===== config.mk =====
export PLATFORM = sky130hd
export DESIGN_NAME = dcsc_top
export DESIGN_NICKNAME = d
export VERILOG_FILES = /design/src/dcsc_pkg.sv /design/src/dcsc_sync2.sv /design/src/dcsc_ref_timer.sv /design/src/dcsc_top.sv
export SDC_FILE = /design/constraint.sdc
export NUM_CORES = 2
export LEC_CHECK = 0
export ABC_AREA = 1
export BUFFER_PORTS_ARGS = -buffer_cell sky130_fd_sc_hd__buf_2
export CAP_MARGIN = 20
export CORE_MARGIN = 3
export CORE_UTILIZATION = 61
export CTS_BUF_LIST = sky130_fd_sc_hd__clkbuf_16
export DETAILED_ROUTE_END_ITERATION = 10
export GPL_ROUTABILITY_DRIVEN = 0
export GPL_TIMING_DRIVEN = 0
export PLACE_DENSITY = 0.88
export SLEW_MARGIN = 10
export SYNTH_ARGS = -nofsm -noshare
export SYNTH_HDL_FRONTEND = slang
export SYNTH_HIERARCHICAL = 1
export SYNTH_SLANG_ARGS = --single-unit

===== constraint.sdc =====
create_clock -name clock -period 54.4 [get_ports clock]
set_input_delay 8.16 -clock clock [delete_from_list [all_inputs] [get_ports clock]]
set_output_delay 8.16 -clock clock [all_outputs]
set_load 0.02 [all_outputs]

===== src/dcsc_pkg.sv =====
// constants and types for the divider channel sync controller
// Overview of operation
// - with slip accept set, a channel acts on broadcast slips; post-align repeats need repeat-shift only
// - with align accept set, a free-running channel rephases on broadcast or pin sync events
// - toggling align accept changes sensitivity only, never the divider state
// - start-up 00 runs free, rephased only by accepted align events
// - start-up 11 powers up before a pulse chain, rephases at start, powers down after
// - pulse mode buffer follows channel enable, or divider power when dynamic drive set
// - idle buffer outside chain drives low if idle-low set, else stays undriven
// - repeat-shift uses its count and restarts slips after every rephase: align start for align-accept free channels, pulse start for start-up 11
// - with repeat-shift, each slip event repeats the programmed 12-bit count
// - a done indication asserts once all pending phase operations are finished
// - shared timer counts periods set by a 12-bit count
// - timer sequences enable, reset, start and disable of dividers on requests
// - pulse duration is counted in timer periods, not output periods
// - pulse stream starts a fixed number of cycles after entering start phase
// - stopping the stream forces outputs low combinationally from the sequencer
// - channel enable clear disables; set, activity depends on mode and sleep
// - five-bit coarse delay shifts output in half cycles, up to 15.5 cycles over a 2-cycle base
// - enabled channel with force-low set and idle-low clear drives low at once, except a start-up 11 channel outside its chain, which stays undriven
package dcsc_pkg;
  localparam int NUM_CH = 14;
  localparam int DLY_LEN = 17;
  localparam int COARSE_BASE_CYC = 2;
  localparam logic [2:0] START_LAT_CYC = 3'h4;
  localparam logic [1:0] START_FREE = 2'h0;
  localparam logic [1:0] START_PULSE = 2'h3;
  localparam logic [1:0] GPI_SLIP = 2'h1;
  localparam logic [1:0] GPI_ALIGN = 2'h2;
  localparam logic [1:0] GPI_PULSE = 2'h3;
  localparam logic [11:0] CNT_RST = 12'h000;
  localparam logic [11:0] SLIP_ONE = 12'h001;
  localparam logic [3:0] PULSE_RST = 4'h0;

  typedef enum logic [2:0] {
    SEQ_IDLE = 3'b000,
    SEQ_ENABLE = 3'b001,
    SEQ_RESET = 3'b010,
    SEQ_START = 3'b011,
    SEQ_RUN = 3'b100,
    SEQ_STOP = 3'b101
  } dcsc_seq_t;

  typedef struct packed {
    logic enable;
    logic slip_en;
    logic align_en;
    logic [1:0] startup;
    logic dyn_drv;
    logic force_low;
    logic idle_low;
    logic rpt_en;
    logic [11:0] rpt_cnt;
    logic [11:0] divider;
    logic [4:0] coarse;
  } dcsc_ch_cfg_t;

  typedef struct packed {
    logic slip;
    logic align;
    logic pulse;
  } dcsc_evt_t;

  typedef struct packed {
    logic [11:0] cnt;
    logic [11:0] slip_left;
    logic [DLY_LEN-1:0] dly;
  } dcsc_ch_st_t;

  typedef struct packed {
    dcsc_seq_t seq;
    logic pulse_seq;
    logic [2:0] lat;
    logic [3:0] pulse_left;
    logic done;
    logic gpi_d;
    logic ext_d;
    dcsc_ch_st_t [NUM_CH-1:0] ch;
  } dcsc_top_st_t;

  typedef struct packed {
    logic [11:0] cnt;
  } dcsc_tmr_st_t;
endpackage


===== src/dcsc_sync2.sv =====
// two flip-flop synchroniser with asynchronous clear
`timescale 1ns/1ps
module dcsc_sync2 #(
  parameter int W = 1
) (
  input wire logic clock,
  input wire logic clr_n,
  input wire logic [W-1:0] d,
  output logic [W-1:0] q
);
  logic [W-1:0] meta_r;

  always_ff @(posedge clock or negedge clr_n)
  begin
    if (!clr_n)
    begin
      meta_r <= '0;
      q <= '0;
    end
    else
    begin
      meta_r <= d;
      q <= meta_r;
    end
  end
endmodule


===== src/dcsc_ref_timer.sv =====
// shared reference-period timer
`timescale 1ns/1ps
module dcsc_ref_timer
  import dcsc_pkg::*;
(
  input wire logic clock,
  input wire logic rst_sync_n,
  input wire logic run,
  input wire logic [11:0] period_count,
  output logic tick
);
  dcsc_tmr_st_t st_r;
  dcsc_tmr_st_t st_nxt;

  assign tick = run && (st_r.cnt <= SLIP_ONE);

  always_comb
  begin
    st_nxt = st_r;
    if (!run || tick)
      st_nxt.cnt = period_count;
    else
      st_nxt.cnt = st_r.cnt - SLIP_ONE;
  end

  always_ff @(posedge clock or negedge rst_sync_n)
  begin
    if (!rst_sync_n)
      st_r <= '{cnt: CNT_RST};
    else
      st_r <= st_nxt;
  end
endmodule


===== src/dcsc_top.sv =====
// divider channels with sync, slip and pulse-generator sequencing
`timescale 1ns/1ps
module dcsc_top
  import dcsc_pkg::*;
(
  input wire logic clock,
  input wire logic rst_n,
  input wire logic general_input_pin,
  input wire logic external_align_trigger,
  input wire logic [1:0] gpi_mode,
  input wire dcsc_evt_t sw_evt,
  input wire logic [11:0] reference_period_count,
  input wire logic [3:0] pulse_periods,
  input wire dcsc_ch_cfg_t [NUM_CH-1:0] ch_cfg,
  output logic [NUM_CH-1:0] converter_clock_output,
  output logic [NUM_CH-1:0] buffer_enable,
  output logic [NUM_CH-1:0] output_drive_en,
  output logic phase_ops_done,
  output logic seq_busy
);
  logic rst_sync_n;
  logic [1:0] pin_sync;
  logic tick;
  logic gpi_rise;
  logic ext_rise;
  logic slip_evt;
  logic align_req;
  logic pulse_req;
  logic start_fire;
  logic chain_on;
  logic seq_power;
  logic any_pending;
  logic [NUM_CH-1:0] powered;
  logic [NUM_CH-1:0] rephase;
  logic [NUM_CH-1:0] pulse_ch;
  logic [NUM_CH-1:0] div_bit;
  logic [NUM_CH-1:0] tap;
  logic [NUM_CH-1:0] half_r;
  logic [NUM_CH-1:0] force_low;
  logic [NUM_CH-1:0] idle_out;
  dcsc_top_st_t st_r;
  dcsc_top_st_t st_nxt;

  dcsc_sync2 #(.W(1)) u_rst_sync (
    .clock(clock),
    .clr_n(rst_n),
    .d(1'b1),
    .q(rst_sync_n)
  );

  dcsc_sync2 #(.W(2)) u_pin_sync (
    .clock(clock),
    .clr_n(rst_sync_n),
    .d({external_align_trigger, general_input_pin}),
    .q(pin_sync)
  );

  dcsc_ref_timer u_timer (
    .clock(clock),
    .rst_sync_n(rst_sync_n),
    .run(seq_busy),
    .period_count(reference_period_count),
    .tick(tick)
  );

  assign gpi_rise = pin_sync[0] && !st_r.gpi_d;
  assign ext_rise = pin_sync[1] && !st_r.ext_d;
  assign slip_evt = sw_evt.slip || (gpi_rise && gpi_mode == GPI_SLIP);
  assign align_req = sw_evt.align || ext_rise || (gpi_rise && gpi_mode == GPI_ALIGN);
  assign pulse_req = sw_evt.pulse || (gpi_rise && gpi_mode == GPI_PULSE);
  assign seq_busy = st_r.seq != SEQ_IDLE;
  assign start_fire = (st_r.seq == SEQ_START) && (st_r.lat == START_LAT_CYC - 3'h1);
  assign chain_on = (st_r.seq == SEQ_RUN) && st_r.pulse_seq;
  assign seq_power = st_r.pulse_seq && seq_busy;
  assign phase_ops_done = st_r.done;

  always_comb
  begin
    any_pending = 1'b0;
    for (int i = 0; i < NUM_CH; i++)
    begin
      pulse_ch[i] = ch_cfg[i].startup == START_PULSE;
      powered[i] = ch_cfg[i].enable && (!pulse_ch[i] || seq_power);
      rephase[i] = start_fire && (pulse_ch[i] ? st_r.pulse_seq
        : (ch_cfg[i].align_en && !st_r.pulse_seq));
      div_bit[i] = st_r.ch[i].cnt < {1'b0, ch_cfg[i].divider[11:1]};
      tap[i] = st_r.ch[i].dly[COARSE_BASE_CYC - 1 + int'(ch_cfg[i].coarse[4:1])];
      force_low[i] = ch_cfg[i].enable && ch_cfg[i].force_low && !ch_cfg[i].idle_low;
      idle_out[i] = pulse_ch[i] && !chain_on;
      buffer_enable[i] = ch_cfg[i].enable
        && ((pulse_ch[i] && ch_cfg[i].dyn_drv) ? powered[i] : 1'b1);
      output_drive_en[i] = buffer_enable[i] && !(idle_out[i] && !ch_cfg[i].idle_low);
      converter_clock_output[i] = (ch_cfg[i].coarse[0] ? half_r[i] : tap[i])
        && buffer_enable[i] && !force_low[i] && !idle_out[i];
      any_pending = any_pending || (st_r.ch[i].slip_left != CNT_RST);
    end
  end

  // half-cycle launch on the falling edge for odd coarse codes
  always_ff @(negedge clock or negedge rst_sync_n)
  begin
    if (!rst_sync_n)
      half_r <= '0;
    else
      half_r <= tap;
  end

  always_comb
  begin
    st_nxt = st_r;
    st_nxt.gpi_d = pin_sync[0];
    st_nxt.ext_d = pin_sync[1];
    case (st_r.seq)
      SEQ_IDLE:
      begin
        if (pulse_req || align_req)
        begin
          st_nxt.seq = SEQ_ENABLE;
          st_nxt.pulse_seq = pulse_req;
        end
      end
      SEQ_ENABLE:
      begin
        if (tick)
          st_nxt.seq = SEQ_RESET;
      end
      SEQ_RESET:
      begin
        if (tick)
        begin
          st_nxt.seq = SEQ_START;
          st_nxt.lat = 3'h0;
        end
      end
      SEQ_START:
      begin
        st_nxt.lat = st_r.lat + 3'h1;
        if (start_fire)
        begin
          st_nxt.seq = st_r.pulse_seq ? SEQ_RUN : SEQ_IDLE;
          st_nxt.pulse_left = pulse_periods;
        end
      end
      SEQ_RUN:
      begin
        if (tick)
        begin
          st_nxt.pulse_left = st_r.pulse_left - 4'h1;
          if (st_r.pulse_left <= 4'h1)
            st_nxt.seq = SEQ_STOP;
        end
      end
      SEQ_STOP:
      begin
        if (tick)
        begin
          st_nxt.seq = SEQ_IDLE;
          st_nxt.pulse_seq = 1'b0;
        end
      end
      default:
      begin
        st_nxt.seq = SEQ_IDLE;
      end
    endcase
    for (int i = 0; i < NUM_CH; i++)
    begin
      st_nxt.ch[i].dly = {st_r.ch[i].dly[DLY_LEN-2:0], div_bit[i]};
      if (!powered[i])
      begin
        st_nxt.ch[i].cnt = CNT_RST;
        st_nxt.ch[i].slip_left = CNT_RST;
      end
      else if (rephase[i])
      begin
        st_nxt.ch[i].cnt = CNT_RST;
        st_nxt.ch[i].slip_left = ch_cfg[i].rpt_en ? ch_cfg[i].rpt_cnt : CNT_RST;
      end
      else
      begin
        if (st_r.ch[i].slip_left != CNT_RST)
          st_nxt.ch[i].slip_left = st_r.ch[i].slip_left - SLIP_ONE;
        else if (ch_cfg[i].divider < 12'h002 || st_r.ch[i].cnt >= ch_cfg[i].divider - 12'h001)
          st_nxt.ch[i].cnt = CNT_RST;
        else
          st_nxt.ch[i].cnt = st_r.ch[i].cnt + 12'h001;
        if (slip_evt && ch_cfg[i].slip_en)
          st_nxt.ch[i].slip_left = ch_cfg[i].rpt_en ? ch_cfg[i].rpt_cnt : SLIP_ONE;
      end
    end
    st_nxt.done = !seq_busy && !any_pending && !slip_evt && !align_req && !pulse_req;
  end

  always_ff @(posedge clock or negedge rst_sync_n)
  begin
    if (!rst_sync_n)
      st_r <= '0;
    else
      st_r <= st_nxt;
  end
endmodule


==> metrics.yaml <==
start_util_pct: 62.2
dr.pass1.iters: 6
outcome: "completed"
fillers: 5578
core_area_sq_um: 72100
antenna_found_initial: 53
synth_top_area_share_pct: 33.8
clock_path_buffers: 3
viasPerCell: 5.51
async_reset_ff_share_pct: 100
grt.met3_usage_pct: 5.88
clk_pin_slew_worst_paths_ns: 0.06
fin_nets: 7961
drv_cap: 0
cp-startpoint: "half_r[8]"
synth_top_area_cell: "dfrtp_1"
io_buffers: 600
top_usage_layer: "met2"
required_ns: 46.24
die_w_um: 277
synth_most_common_cell: "nand2_1"
fin_skew_ns: 0.0263
synth_nets: 7275
globalRouteTotalUtil_pct: 32.2
report.final.slew_viol_count: 0
synth_seq_cells: 620
num_io_pins: 601
met1_usage_pct: 39.9
ys_seq_area_share_pct: 34.6
grt_first_pass_wirelength_mm: 205
grt_pass1_vias: 42410
first_iter_violations: 3487
worst_setup_path_end_kind: "output pin"
via_count: 44432
synthTopCellsByCount: "1777 x nand2_1, 898 x inv_1, 760 x nor2_1"
crit_path_start_kind: "flop"
ys.flop_type: "dfrtp_1"
synth_area_leaders: "dfrtp_1 34%, nand2_1 15%, ha_1 10%, inv_1 7.5%, nor2_1 6.4%"
grt_max_degree: 66
drive_gt1_share_pct: 12.3
crit_fanout: 1
rsz0062_at_grt: "false"
cts_hold_buf: 0
drc: 0
cellPowerDensity_nw_per_um2: 34.1
synth.distinct_cells: 55
root_buffer: "clkbuf_16"
wl_per_cell_um: 15.9
slew_headroom_pct: 34.0
rr_startpoint: "u_rst_sync/q"
ys_warn_count: 6
setup_violations: 0
syn_to_final_growth_pct: 15.2
grt.overflow.total: 0
die_y_um: 277
die-area_sq_um: 76800
worstSkewPairLatency_ns: 0.61
utilization_pct: 71.6
syn_area_sq_um: 44800
crit_arrival_ns: 28.83
synth_edf_count: 0
vdd_drop_max_uv: 29.6
htreeDepth: 3
dp_hpwl_mm: 97.8
syn_inst: 6342
cts_resized: 0
numClockSinks: 620
antenna_left: 0
met2_usage_pct: 54.0
cts_tree: "built"
tightest_slew_ns: 0.983
hold_class: "flop to asynchronous set/reset pin"
tns_ns: 0
hold_viol: 0
synth.avg_cell_area_sq_um: 7.07
leakagePower_nw: 28.0
critPathKind: "flop to output pin"
cts-buffers-inserted: 73
cts_setup_buffers: 0
row_count: 98
routed_wl_mm: 128
## layer usage
metal | vias to the layer above | wire length, um
met5 | - | 176
met4 | 28 | 6880
met3 | 416 | 9070
met2 | 1732 | 60700
met1 | 20595 | 51300
li1 | 21661 | -
## worst max-delay path, cell delays in order, from the launching register on
cell and delay, ns:
dfrtn_1 0.39, o22ai_1 0.09, nor3b_1 0.26, nand2_1 0.09, inv_1 0.06, buf_2 0.15
## where the power goes
part           switching, mW  leakage, nW  internal, mW  total [mW]
clock                  0.200         1.14         0.264       0.464
combinational          0.464         19.7         0.248       0.712
sequential            0.0570         7.21         0.525       0.582
total                  0.721         28.0          1.04        1.76
## metrics by stage
| step | cells | power [mW] | hold slack, ns | setup slack, ns | cell area (sq um) |
|---|---|---|---|---|---|
| final | 8070 | 1.76 | 0.337 | 17.41 | 51600 |
| after detailed placement | 7903 | 1.28 | 0.340 | 17.63 | 49300 |
| after global placement | 7892 | 1.25 | 0.335 | 2.56 | 49000 |
| after floorplan | 6342 | 1.09 | 0.331 | 9.10 | 44800 |
| after global routing | 8064 | 1.88 | 0.362 | 17.34 | 51600 |
| after CTS | 8031 | 1.75 | 0.352 | 17.39 | 51500 |
## cell type report
class | instances | area [sq um] | share of cell area (%)
Antenna cell | 39 | 97.6 | 0.189
Buffer | 74 | 400 | 0.775
Clock buffer | 75 | 1880 | 3.64
Clock inverter | 53 | 344 | 0.666
Inverter | 925 | 3470 | 6.72
Multi-Input combinational cell | 4723 | 25400 | 49.3
Sequential cell | 620 | 15500 | 30.1
Tap cell | 950 | 1190 | 2.30
Timing Repair Buffer | 611 | 3290 | 6.36
## cells by family after synthesis
logic type | Yosys count | share of synthesized area [%]
other cells | 1 | 0.00837
simple gates | 3407 | 31.7
compound gates | 576 | 7.41
fa+ha+maj | 376 | 10.5
buf+inv | 999 | 8.64
mux | 4 | 0.0893
flops | 620 | 34.6
xor+xnor | 359 | 7.01
## path summary, 6_finish.rpt
check / end / slack, ns / cells after the start
setup / recovery: converter_clock_output[8] / 17.41 / 5
hold / removal: st_r[188] / 0.34 / 0
setup reg to reg: half_r[7] / 25.46 / 3
hold reg to reg: st_r[188] / 0.34 / 0
max in group asynchronous: half_r[7] / 25.46 / 3
min in group clock: u_rst_sync/q / 0.35 / 0
## sequential cells by signal, indices dropped and copies added (netlist names)
name               flops
phase_ops_done         1
u_pin_sync/q           2
u_rst_sync/meta_r      1
u_timer/st_r          12
st_r                 363
u_pin_sync/meta_r      2
u_rst_sync/q           1
st_nxt               224
half_r                14
## placed cells by master, fill, tap and decap left out, drive strengths merged, types with 14 or more instances in the layout
cell type     n
clkbuf      109
a21boi       21
buf         651
nand3       550
nor3         97
and2         15
o21a         16
inv         939
or2          18
a211oi       15
clkinv       34
nor2        773
a31oi        35
dfrtn        14
xor2        260
ha          376
nand4       107
nor3b        22
a21oi       260
diode        39
dfrtp       606
xnor2        99
o211ai       18
o21ai       180
nand2      1806
o22ai        18
Note: power is estimated with default switching activity, not from simulation.
